[src/shared/brc_params.svh]
`ifndef BRC_PARAMS_SVH
`define BRC_PARAMS_SVH
// Function
// - A die temperature above the shutdown limit turns every buck off and blocks re-enable until it has cooled.
// - Each enabled buck target follows a monotonic soft-start ramp of 400 us before reaching the programmed voltage.
// - The target code comes from the primary bank while the bank-select pin is low, else from the alternate bank.
// - A buck turns on at a 0-to-1 edge of its enable bit and off at a 1-to-0 edge, never on the level.
// - A 3-bit wait code gives a turn-on delay of 0, 2, 4, 8, 16, 32, 64 or 128 ms.
// - Mode bit 0 keeps light-load power saving, mode bit 1 forces fixed-frequency PWM at every load.
// - The power-good flag reads 0 while the output sits below the threshold 7% under the programmed voltage.
// - An unmasked buck in regulation whose output drops below the threshold pulls the active-low interrupt low.
// - The interrupt holds until the buck is off or back in regulation and its power-good flag has been read.
// - The 6-bit code maps its upper three bits to a range base and its lower three bits to a step of that range.
// - After power-up each buck regulates to its built-in default code until the host writes another.
// - Register access arrives as serial-slave single-byte writes and reads, here as write and read strobes.

// Clock and timing
`define BRC_CLK_MHZ 250
`define BRC_RAMP_US 400
`define BRC_RAMP_CYC (`BRC_RAMP_US * `BRC_CLK_MHZ)
`define BRC_RAMP_STEPS 256
`define BRC_WAIT_UNIT_MS 2
`define BRC_WAIT_UNIT_CYC (`BRC_WAIT_UNIT_MS * 1000 * `BRC_CLK_MHZ)
`define BRC_WAIT_MAX_SHIFT 6

// Buck count and field widths
`define BRC_NUM_BUCKS 3
`define BRC_CODE_W 6
`define BRC_MV_W 12
`define BRC_WAIT_W 3

// Reset codes, third buck in the upper bits
`define BRC_DEF_PRIMARY 18'h24E58
`define BRC_DEF_ALTERNATE 18'h24E58

// Voltage code ranges in mV
`define BRC_BASE_MV_0 12'd600
`define BRC_BASE_MV_1 12'd800
`define BRC_BASE_MV_2 12'd1000
`define BRC_BASE_MV_3 12'd1200
`define BRC_BASE_MV_4 12'd1600
`define BRC_BASE_MV_5 12'd2000
`define BRC_BASE_MV_6 12'd2400
`define BRC_BASE_MV_7 12'd3200
`define BRC_STEP_MV_FINE 12'd25
`define BRC_STEP_MV_MID 12'd50
`define BRC_STEP_MV_COARSE 12'd100
`endif

[src/shared/brc_pkg.sv]
`include "brc_params.svh"
package brc_pkg;
	typedef enum logic [1:0] {CH_OFF, CH_WAIT, CH_RAMP, CH_ON} brc_chan_state_type;
	typedef logic [`BRC_CODE_W-1:0] brc_code_type;
	typedef logic [`BRC_MV_W-1:0] brc_mv_type;

	function automatic brc_mv_type brc_code_to_mv(input brc_code_type code);
		brc_mv_type base;
		brc_mv_type step;
		case (code[5:3])
			3'h0: base = `BRC_BASE_MV_0;
			3'h1: base = `BRC_BASE_MV_1;
			3'h2: base = `BRC_BASE_MV_2;
			3'h3: base = `BRC_BASE_MV_3;
			3'h4: base = `BRC_BASE_MV_4;
			3'h5: base = `BRC_BASE_MV_5;
			3'h6: base = `BRC_BASE_MV_6;
			default: base = `BRC_BASE_MV_7;
		endcase
		if (code[5:3] < 3'h3) begin
			step = `BRC_STEP_MV_FINE;
		end else if (code[5:3] < 3'h6) begin
			step = `BRC_STEP_MV_MID;
		end else begin
			step = `BRC_STEP_MV_COARSE;
		end
		return brc_mv_type'(base + step * brc_mv_type'(code[2:0]));
	endfunction
endpackage

[src/shared/brc_chan_if.sv]
`timescale 1ns/1ps
interface brc_chan_if;
	logic enable_level;
	logic [2:0] wait_code;
	logic lockout;
	logic [11:0] target_mv;
	logic [11:0] ramp_mv;
	logic powered;
	logic settled;
	modport ctrl (output enable_level, output wait_code, output lockout, output target_mv,
		input ramp_mv, input powered, input settled);
	modport chan (input enable_level, input wait_code, input lockout, input target_mv,
		output ramp_mv, output powered, output settled);
endinterface

[src/hdl/brc_channel.sv]
`timescale 1ns/1ps
`include "brc_params.svh"
module brc_channel import brc_pkg::*; #(
	parameter int RAMP_CYC = `BRC_RAMP_CYC,
	parameter int WAIT_UNIT_CYC = `BRC_WAIT_UNIT_CYC
) (
	input wire logic i_mclk,
	input wire logic i_rst_n,
	brc_chan_if.chan ch
);
	localparam int STEP_CYC = (RAMP_CYC + `BRC_RAMP_STEPS - 1) / `BRC_RAMP_STEPS;
	localparam int STEP_W = $clog2(STEP_CYC + 1);
	localparam int WCW = $clog2(WAIT_UNIT_CYC * (1 << `BRC_WAIT_MAX_SHIFT) + 1);

	if (RAMP_CYC < `BRC_RAMP_STEPS || WAIT_UNIT_CYC < 1) begin : g_bad_timing
		$error("Ramp or wait count too small");
	end

	brc_chan_state_type state;
	brc_chan_state_type next_state;
	logic enable_prev;
	logic [WCW-1:0] wait_cnt;
	logic [STEP_W-1:0] step_cnt;
	logic [8:0] frac;

	// Edge detection on the enable bit
	wire rise = ch.enable_level & ~enable_prev;
	wire fall = ~ch.enable_level & enable_prev;
	wire [WCW-1:0] wait_load = (ch.wait_code == 3'h0) ? '0 :
		WCW'(WAIT_UNIT_CYC) << (ch.wait_code - 3'h1);
	wire step_end = (step_cnt == STEP_W'(STEP_CYC - 1));
	wire frac_done = (frac == 9'(`BRC_RAMP_STEPS));
	wire [20:0] ramp_prod = 21'(ch.target_mv) * 21'(frac);
	wire [11:0] next_ramp_mv = (next_state == CH_ON) ? ch.target_mv :
		(next_state == CH_RAMP) ? ramp_prod[19:8] : 12'h000;

	always_comb begin
		next_state = state;
		case (state)
			CH_OFF: begin
				if (rise && !ch.lockout) begin
					next_state = (ch.wait_code == 3'h0) ? CH_RAMP : CH_WAIT;
				end
			end
			CH_WAIT: begin
				if (wait_cnt == WCW'(1)) begin
					next_state = CH_RAMP;
				end
			end
			CH_RAMP: begin
				if (frac_done) begin
					next_state = CH_ON;
				end
			end
			CH_ON: begin
				next_state = CH_ON;
			end
			default: begin
				next_state = CH_OFF;
			end
		endcase
		if (fall || ch.lockout) begin
			next_state = CH_OFF;
		end
	end

	always_ff @(posedge i_mclk or negedge i_rst_n) begin
		if (!i_rst_n) begin
			state <= CH_OFF;
			enable_prev <= 1'b0;
			wait_cnt <= '0;
			step_cnt <= '0;
			frac <= 9'h000;
			ch.ramp_mv <= 12'h000;
			ch.powered <= 1'b0;
			ch.settled <= 1'b0;
		end else begin
			state <= next_state;
			enable_prev <= ch.enable_level;
			wait_cnt <= (state == CH_WAIT) ? wait_cnt - WCW'(1) : wait_load;
			if (state == CH_RAMP && !frac_done) begin
				step_cnt <= step_end ? '0 : step_cnt + STEP_W'(1);
				frac <= step_end ? frac + 9'h001 : frac;
			end else if (state != CH_RAMP) begin
				step_cnt <= '0;
				frac <= 9'h000;
			end
			ch.ramp_mv <= next_ramp_mv;
			ch.powered <= (next_state == CH_RAMP) || (next_state == CH_ON);
			ch.settled <= (next_state == CH_ON);
		end
	end
endmodule

[src/hdl/brc_top.sv]
`timescale 1ns/1ps
`include "brc_params.svh"
module brc_top import brc_pkg::*; #(
	parameter int RAMP_CYC = `BRC_RAMP_CYC,
	parameter int WAIT_UNIT_CYC = `BRC_WAIT_UNIT_CYC,
	parameter logic [17:0] DEF_PRIMARY = `BRC_DEF_PRIMARY,
	parameter logic [17:0] DEF_ALTERNATE = `BRC_DEF_ALTERNATE
) (
	input wire logic i_mclk,
	input wire logic i_rst_n,
	input wire logic i_voltage_bank_select,
	input wire logic i_temp_over_limit,
	input wire logic i_temp_recovered,
	input wire logic [2:0] i_output_low,
	input wire logic [2:0] i_enable,
	input wire logic [2:0] i_force_pwm,
	input wire logic [2:0] i_fault_irq_unmask,
	input wire logic [2:0][2:0] i_wait_code,
	input wire logic [5:0] i_code_wdata,
	input wire logic [2:0] i_primary_wr,
	input wire logic [2:0] i_alternate_wr,
	input wire logic [2:0] i_pg_read,
	output logic o_interrupt_out_n,
	output logic o_thermal_lockout,
	output logic [2:0] o_power_good,
	output logic [2:0] o_buck_on,
	output logic [2:0] o_regulating,
	output logic [2:0] o_force_pwm,
	output logic [2:0][5:0] o_primary_voltage_code,
	output logic [2:0][5:0] o_alternate_voltage_code,
	output logic [2:0][5:0] o_target_voltage_code,
	output logic [2:0][11:0] o_ramp_mv
);
	if (`BRC_NUM_BUCKS != 3) begin : g_bad_count
		$error("Port layout serves three bucks");
	end

	// Pin synchronisers: bank select, two thermal comparators, three output comparators
	logic [5:0] pin_meta;
	logic [5:0] pin_sync;
	wire [5:0] pin_raw = {i_output_low, i_temp_recovered, i_temp_over_limit, i_voltage_bank_select};
	wire bank_alt = pin_sync[0];
	wire temp_over = pin_sync[1];
	wire temp_recovered = pin_sync[2];
	wire [2:0] output_low = pin_sync[5:3];

	always_ff @(posedge i_mclk or negedge i_rst_n) begin
		if (!i_rst_n) begin
			pin_meta <= 6'h00;
			pin_sync <= 6'h00;
		end else begin
			pin_meta <= pin_raw;
			pin_sync <= pin_meta;
		end
	end

	// Thermal lockout, over-limit wins over recovery
	logic lockout;
	wire next_lockout = temp_over | (lockout & ~temp_recovered);

	always_ff @(posedge i_mclk or negedge i_rst_n) begin
		if (!i_rst_n) begin
			lockout <= 1'b0;
		end else begin
			lockout <= next_lockout;
		end
	end

	assign o_thermal_lockout = lockout;

	// Per-buck code banks, target selection and channel
	brc_chan_if ch[3] ();
	logic [2:0] fault;
	logic [2:0] read_seen;
	wire [2:0] fault_set;
	wire [2:0] fault_release;
	wire [2:0] next_fault;
	wire [2:0] next_read_seen;
	wire [2:0] powered;
	wire [2:0] settled;

	for (genvar gi = 0; gi < 3; gi++) begin : g_buck
		logic [5:0] primary;
		logic [5:0] alternate;
		logic [5:0] target;
		wire [5:0] next_target = bank_alt ? alternate : primary;

		always_ff @(posedge i_mclk or negedge i_rst_n) begin
			if (!i_rst_n) begin
				primary <= DEF_PRIMARY[gi*6 +: 6];
				alternate <= DEF_ALTERNATE[gi*6 +: 6];
				target <= DEF_PRIMARY[gi*6 +: 6];
			end else begin
				if (i_primary_wr[gi]) begin
					primary <= i_code_wdata;
				end
				if (i_alternate_wr[gi]) begin
					alternate <= i_code_wdata;
				end
				target <= next_target;
			end
		end

		assign ch[gi].enable_level = i_enable[gi];
		assign ch[gi].wait_code = i_wait_code[gi];
		assign ch[gi].lockout = lockout;
		assign ch[gi].target_mv = brc_code_to_mv(target);
		assign powered[gi] = ch[gi].powered;
		assign settled[gi] = ch[gi].settled;
		assign o_ramp_mv[gi] = ch[gi].ramp_mv;
		assign o_primary_voltage_code[gi] = primary;
		assign o_alternate_voltage_code[gi] = alternate;
		assign o_target_voltage_code[gi] = target;

		brc_channel #(
			.RAMP_CYC(RAMP_CYC),
			.WAIT_UNIT_CYC(WAIT_UNIT_CYC)
		) u_channel (
			.i_mclk(i_mclk),
			.i_rst_n(i_rst_n),
			.ch(ch[gi])
		);
	end

	assign o_buck_on = powered;
	assign o_regulating = settled;

	// Fault latch: a drop on an unmasked, settled buck; set wins over release
	assign fault_set = i_fault_irq_unmask & settled & output_low;
	assign fault_release = read_seen & (~powered | ~output_low);
	assign next_fault = fault_set | (fault & ~fault_release);
	assign next_read_seen = ~fault_set & next_fault & (read_seen | (fault & i_pg_read));

	always_ff @(posedge i_mclk or negedge i_rst_n) begin
		if (!i_rst_n) begin
			fault <= 3'h0;
			read_seen <= 3'h0;
			o_interrupt_out_n <= 1'b1;
			o_power_good <= 3'h0;
			o_force_pwm <= 3'h0;
		end else begin
			fault <= next_fault;
			read_seen <= next_read_seen;
			o_interrupt_out_n <= ~|next_fault;
			o_power_good <= ~output_low;
			o_force_pwm <= i_force_pwm;
		end
	end
endmodule

[config.mk]
export PLATFORM = sky130hd
export DESIGN_NAME = brc_top
export DESIGN_NICKNAME = d
export VERILOG_FILES = /design/src/shared/brc_pkg.sv /design/src/shared/brc_chan_if.sv /design/src/hdl/brc_channel.sv /design/src/hdl/brc_top.sv
export VERILOG_INCLUDE_DIRS = /design/src /design/src/shared
export SDC_FILE = /design/constraint.sdc
export NUM_CORES = 1
export LEC_CHECK = 0
export BUFFER_PORTS_ARGS = -buffer_cell sky130_fd_sc_hd__buf_2
export CORE_AREA = 3 3 231 290
export DETAILED_ROUTE_END_ITERATION = 8
export DIE_AREA = 0 0 234 293
export GPL_TIMING_DRIVEN = 0
export PLACE_DENSITY = 0.64
export SYNTH_ARGS = -nofsm -noshare
export SYNTH_HDL_FRONTEND = slang
export SYNTH_SLANG_ARGS = --single-unit
export TNS_END_PERCENT = 5
[constraint.sdc]
create_clock -name i_mclk -period 23.5 [get_ports i_mclk]
set_input_delay 2.35 -clock i_mclk [delete_from_list [all_inputs] [get_ports i_mclk]]
set_output_delay 2.35 -clock i_mclk [all_outputs]
set_load 0.02 [all_outputs]
==> results by group, run 1 <==
Setup path
  • CP max stage delay: 830 ps
  • Critical path required time: 23,960 ps
  • Critical Path Start: g_buck[1].target[4]
  • Most frequent CP cell: fa_1
  • Crit path to: g_buck[1].u_channel.ch.ramp_mv[9]
  • Startpoint types: register
  • Setup slack, reg-to-reg: 13,750 ps
  • Slowest cell on crit path: a2111oi_0
  • R2R Path End: g_buck[1].u_channel.ch.ramp_mv[9]
  • RR Startpoint: g_buck[1].target[4]
  • Worst EP arrival: 10,220 ps
  • R2R depth: 32
  • Critical Path Sink Type: register
  • Worst Path Class, Setup: reg2reg
  • Worst-path maximum fanout: 10

Synthesis
  • Post-synth top area share: 24.1%
  • Async set-reset flop share out of synthesis: between 90% and 100%
  • Synth top area cells: dfrtp_1, fa_1, ha_1, inv_1, nand2_1
  • Post-synthesis mux area share: 4.13%
  • Post-Syn Area: 24,400 um2
  • Seq/Total Area, Yosys: 26.8%
  • Mean post-synth cell area: 9.35 um2
  • Post-Synth Simple-Gate Area: 18.0%
  • EDFF count, synth: 0
  • Synth Register Bits: 260
  • Post-Syn Nets: 3,077
  • Adder-cell share of the synthesized area: 29.5%
  • Most used DFF post-synth: dfrtp_1
  • Leading area contributor after synthesis: dfrtp_1
  • Compound-Gate Fraction of Synth Area: under 10%
  • Post-synthesis cell type count: 74
  • Cells after Synth: 2,607
  • Largest family of logic cells by synthesized area: adder cells
  • Post-synthesis xor/xnor area fraction: 5.64%
  • Synthesis Warnings: 0

Drt
  • Vias per inst: about 5
  • DR top layer: met5
  • DRT Pass-1 Iters: 4
  • DR DRC count: 0
  • DR WL met3: 3440 um
  • Final ANT Viol Nets: 0
  • Met1 wire length: 26,200 um
  • Met2 wire len: 29,300 um
  • Wirelength per Cell: 16.4 um
  • DRT Wirelength: 60,000 um
  • Vias: 18,205
  • Initial DRC count: about 1,000

STA
  • Final setup fails: 0
  • Layout Skew: a little under 40 ps
  • Final setup margin: 13,750 ps
  • Final Hold Viols: 0
  • Max Fclk: 103 MHz
  • Final Max Tran Viols: 0
  • Worst hold margin: 347 ps
  • Worst-margin pin slew: 1160 ps
  • Max_slew headroom: a little over a fifth
  • Final Critical Period: 9750 ps
  • Final period util: 41.5%
  • Fin Setup TNS: 0 ps
  • Unrepaired setup endpoints after global routing: false

Clock tree
  • Cts hold-fix bufs: 0
  • H-tree levels: 1
  • Worst-path clk slew: 60 ps
  • Postcts setup bufs: 0
  • Worst skew pair latency: 600 ps
  • CTS tree: done
  • Clock sinks: 260
  • Clock Root Buffer: clkbuf_16
  • CTS resizes: 0
  • Total CTS buffers: 31
  • Max Buffers Root-to-Sink: 3

Power
  • P per Cell Area: 57.9 nW/um2
  • Clk pwr share: 32.2%
  • Net Switching: 0.000633 W
  • Seq pwr share: about a third
  • Net Sw Frac: around 40%
  • Comb power frac: 35.8%
  • Leakage: roughly 14 nW
  • VDD IR-drop max: about 55 uV
  • Internal: 0.000946 W

Placement
  • Placed cell count: 3,594
  • Placer Congestion: 0.841
  • Port Buf Inserts: roughly 140
  • Setup WS pre-CTS: 13,700 ps
  • Placed wire-length estimate: 46,700 um

Global route
  • Overall Global Routing Usage: 17.8%
  • Gr ovfl total: 0
  • First-pass GRT wire length: 98,300 um
  • Initial antenna violation count: 7
  • Pin count of the biggest net entering global routing: a little over 100
  • Vias in the first global route: 18,537

Floorplan
  • Starting density of the core: 37.8%
  • Die H: 293 um
  • Die Wd: ~230 um
  • Io pins: about 150
  • Core area: 64,400 um2
  • Row count: 104
  • Die area: 68,600 um2

Finish
  • Post-Layout Cell Count: approximately 3,700
  • # fillers: roughly 6,400
  • Most common cell after layout, fill and taps aside: inv_1
  • NumNets Final: ~3,200
  • Most frequent cells in the layout: inv_1, nand2_1, fa_1, dfrtp_1, ha_1
  • Synthesis-to-finish area growth: 11.9%
  • Layout cells sized above 1: ~11%

Job
  • MaxCap Viol Count: 0

Status
  • Outcome: finished, final reports clean

Min path
  • HP Class: reg2reg
flip-flops by register name, summed over array words and instances, names as in the netlist:
| signal | cells |
|---|---|
| g_buck.u_channel.frac | 27 |
| read_seen | 3 |
| g_buck.u_channel.wait_cnt | 75 |
| g_buck.u_channel.step_cnt | 27 |
| pin_meta | 6 |
| fault | 3 |
| g_buck.u_channel.enable_prev | 3 |
| g_buck.u_channel.state | 6 |
| g_buck.u_channel.ch.powered | 3 |
| g_buck.u_channel.ch.settled | 3 |
| o_power_good | 3 |
| o_thermal_lockout | 1 |
| pin_sync | 6 |
| g_buck.primary | 18 |
| o_interrupt_out_n | 1 |
| g_buck.u_channel.ch.ramp_mv | 36 |
| g_buck.alternate | 18 |
| g_buck.target | 18 |
| o_force_pwm | 3 |
worst max-delay path, delay by kind of cell (launching register included):
family / cells / cell delay [ps]
multiplexers: 1 / 340
AND/OR/NAND/NOR: 6 / 980
buffers and inverters: 6 / 780
AO/OA/AOI/OAI: 9 / 2830
XOR/XNOR: 1 / 200
flip-flops: 1 / 560
adder cells (fa/ha/maj): 9 / 3920
per-layer routing:
metal | GRT usage (%) | up-vias
li1 | - | 8762
met4 | 3.57 | 8
met5 | 0 | -
met1 | 23.2 | 9107
met2 | 30.6 | 272
met3 | 3.70 | 56
through the flow:
stage                     util [%]  area, um2  power (W)
after detailed placement      40.7      26200    0.00108
after global routing          42.3      27300    0.00168
after CTS                     42.3      27300    0.00160
after floorplan                  -      24400   0.000877
after global placement        40.5      26100    0.00108
final                         42.3      27300    0.00158
cell type report:
class                           count  area, um2  area share [%]
Tap cell                          848       1060            3.89
Clock inverter                     18        234           0.858
Inverter                          389       1460            5.36
Multi-Input combinational cell   1862      16000            58.6
Sequential cell                   260       6540            24.0
Antenna cell                        1       2.50         0.00918
Buffer                             96        393            1.44
Timing Repair Buffer              139        773            2.84
Clock buffer                       38        822            3.02
synth_stat cells, types with 33 or more instances:
library cell and count:
inv_1 388, and3_1 35, fa_1 243, o21ai_0 99, nand2b_1 37, nor2b_1 52, a21oi_1 66, dfrtp_1 235
ha_1 186, nand2_1 244, mux2_2 60, mux2i_1 33, nor2_1 175, clkbuf_1 84, nor3_1 37, xnor2_1 89
nand3_1 41, xor2_1 68, o22ai_1 34, and2_1 136
cells by family after synthesis:
family | Yosys count
xor+xnor | 157
flops | 260
buf+inv | 485
compound gates | 320
simple gates | 863
fa+ha+maj | 429
mux | 93
worst min-delay path by stage:
stage                      startpoint     endpoint  cells past startpoint
after global routing      pin_meta[3]  pin_sync[3]                      0
after CTS                 pin_meta[3]  pin_sync[3]                      0
after detailed placement  pin_meta[3]  pin_sync[3]                      0
final                     pin_meta[3]  pin_sync[3]                      0
after global placement    pin_meta[3]  pin_sync[3]                      0
after floorplan           pin_meta[0]  pin_sync[0]                      0
power by group through the flow:
stage	sequential, W	clock, W	combinational (W)
after floorplan	0.000521	0	0.000356
after global placement	0.000512	0	0.000563
after detailed placement	0.000513	0	0.000568
after CTS	0.000505	0.000529	0.000570
after global routing	0.000509	0.000543	0.000630
final	0.000505	0.000509	0.000566
Note: power is estimated with default switching activity, not from simulation.
==> run 2, diff against run 1 <==
Settings changed: PLACE_DENSITY 0.64 to 0.66.
Clock period 23.5 ns to 7.9 ns, I/O delays scaled along.
==> run 2 against run 1 <==
Effect of this change: the run now ends with setup timing left; sequential share of layout area fell by 1.1 points; sequential power rose to 3.0 times the previous value; register-to-register slack got worse by 14000 ps; critical path type unchanged; critical path depth rose by 2; maximum frequency rose by 23%; core utilization rose by 2.0 points.
==> results by group, run 2 (synthesis results as in run 1) <==
Drt
  • Initial DRC count: 964
  • DR DRC count: 0
  • Final ANT Viol Nets: 0
  • DRT Wirelength: ~62,000 um
  • Wirelength per Cell: 16.8 um
  • Vias per inst: just over 5
  • Vias: about 19,000
  • DRT Pass-1 Iters: 5

Status
  • Outcome: complete, but fails checks
  • Violated checks: setup timing

Setup path
  • Critical path required time: 8290 ps
  • Most frequent CP cell: fa_1
  • Critical Path Start: g_buck[1].target[4]
  • Worst EP arrival: 8330 ps
  • Worst path bufs/invs: 10
  • RR Startpoint: g_buck[1].target[4]
  • Slowest cell on crit path: fa_1
  • Worst-path maximum fanout: 6
  • R2R depth: 34
  • CP max stage delay: 550 ps
  • Worst Path Class, Setup: reg2reg
  • Startpoint types: register
  • Cell family with the largest share of critical-path delay: adder cells
  • Setup slack, reg-to-reg: -40 ps
  • Critical Path Sink Type: register
  • R2R Path End: g_buck[1].u_channel.ch.ramp_mv[9]

STA
  • Worst hold margin: 278 ps
  • Unrepaired setup endpoints after global routing: true
  • Fin Setup TNS: -86.4 ps
  • Final Critical Period: 7940 ps
  • Final Max Tran Viols: 0
  • Layout Skew: 22.9 ps
  • Max Fclk: between 100 and 150 MHz
  • Max_slew headroom: 33.8%
  • Worst-margin pin slew: slightly below 1000 ps
  • Final Hold Viols: 0
  • Final setup fails: 2
  • Final period util: 101%
  • Final setup margin: -44.7 ps

Finish
  • Most common cell after layout, fill and taps aside: inv_1
  • Most frequent cells in the layout: inv_1, fa_1, nand2_1, dfrtp_1, ha_1
  • # fillers: 6,232
  • Synthesis-to-finish area growth: 17.1%
  • NumNets Final: 3,298
  • Final Cell Area: 28,500 um2
  • Register area: 6540 um2
  • Largest registers: g_buck.u_channel.wait_cnt x75, g_buck.u_channel.ch.ramp_mv x36
  • Max FFs per register: 75
  • Layout cells sized above 1: 16.6%
  • Largest Register: g_buck.u_channel.wait_cnt
  • Final core utilization: around 44%
  • Multi-input combinational cell area: 16,700 um2

Clock tree
  • Total CTS buffers: 34
  • H-tree levels: 2
  • Max Buffers Root-to-Sink: 3
  • Worst skew pair latency: 550 ps
  • Clock sinks: 260
  • Cts hold-fix bufs: 0
  • Clock Root Buffer: clkbuf_16
  • CTS tree: done
  • Worst-path clk slew: 60 ps

Placement
  • Placed wire-length estimate: approximately 47,000 um
  • Placed inst area: 26,200 um2
  • Placer Congestion: 0.865
  • Port Buf Inserts: between 100 and 150
  • Setup WS pre-CTS: -1030 ps

Floorplan
  • Io pins: about 150
  • Core area: 64,400 um2
  • Die area: 68,600 um2
  • Die H: 293 um
  • Starting density of the core: 37.8%
  • Row count: 104
  • Die Wd: about 230 um

Power
  • P per Cell Area: 190 nW/um2
  • Leakage: 14.0 nW
  • VDD IR-drop max: about 160 uV

Min path
  • HP Class: in2async

Job
  • MaxCap Viol Count: 0

Global route
  • Pin count of the biggest net entering global routing: 99
  • Gr ovfl total: 0
  • First-pass GRT wire length: around 100,000 um
  • Initial antenna violation count: 6
  • Overall Global Routing Usage: 18.4%
  • Vias in the first global route: 19,510
[run 2: cell count changes in the layout (fill, tap and decap cells not counted), sizes merged]
cell      delta
diode        +1
clkinvlp     +1
inv          +1
clkbuf       -3
bufinv       +2
buf         +53
clkinv       -3
[run 2: worst max-delay path by stage]
stage	to	slack (ps)	depth (start not counted)
after global routing	g_buck[1].u_channel.ch.ramp_mv[11]	-340	33
final	g_buck[1].u_channel.ch.ramp_mv[9]	-40	34
after CTS	g_buck[1].u_channel.ch.ramp_mv[11]	-80	32
after floorplan	g_buck[1].u_channel.ch.ramp_mv[11]	-60	32
after detailed placement	g_buck[1].u_channel.ch.ramp_mv[6]	-1030	31
after global placement	g_buck[1].u_channel.ch.ramp_mv[6]	-980	31
[run 2: where the power goes]
part	total [W]	internal, W	switching [W]
logic	0.00216	0.000789	0.00138
clock network	0.00175	0.00108	0.000664
registers	0.00151	0.00142	0.0000832
[run 2: routing by layer]
metal	GRT usage, %	vias to the layer above	wire length [um]
li1	-	8863	-
met2	30.6	393	29800
met5	0	-	27
met1	24.0	9367	26800
met3	3.78	99	3570
met4	6.08	4	1940
[run 2: final cells by class]
class                           instances  share of cell area [%]
Inverter                              389                    5.12
Antenna cell                            2                  0.0175
Multi-Input combinational cell       1862                    58.4
Tap cell                              848                    3.72
Clock inverter                         19                    1.03
Timing Repair Buffer                  186                    3.93
Clock buffer                           42                    3.30
Sequential cell                       260                    22.9
Buffer                                 95                    1.57
[run 2: timing repair]
| action | CTS | global route |
|---|---|---|
| setup endpoints to repair | 31 | 23 |
| pin swaps | 41 | 43 |
| buffers inserted | 31 | 17 |
| resized for setup | 100 | 69 |
[run 2: stage by stage]
step | total power, W | instances
floorplan | 0.00262 | 2607
global placement | 0.00320 | 3591
detailed placement | 0.00322 | 3593
CTS | 0.00527 | 3684
global route | 0.00574 | 3701
finish | 0.00542 | 3703
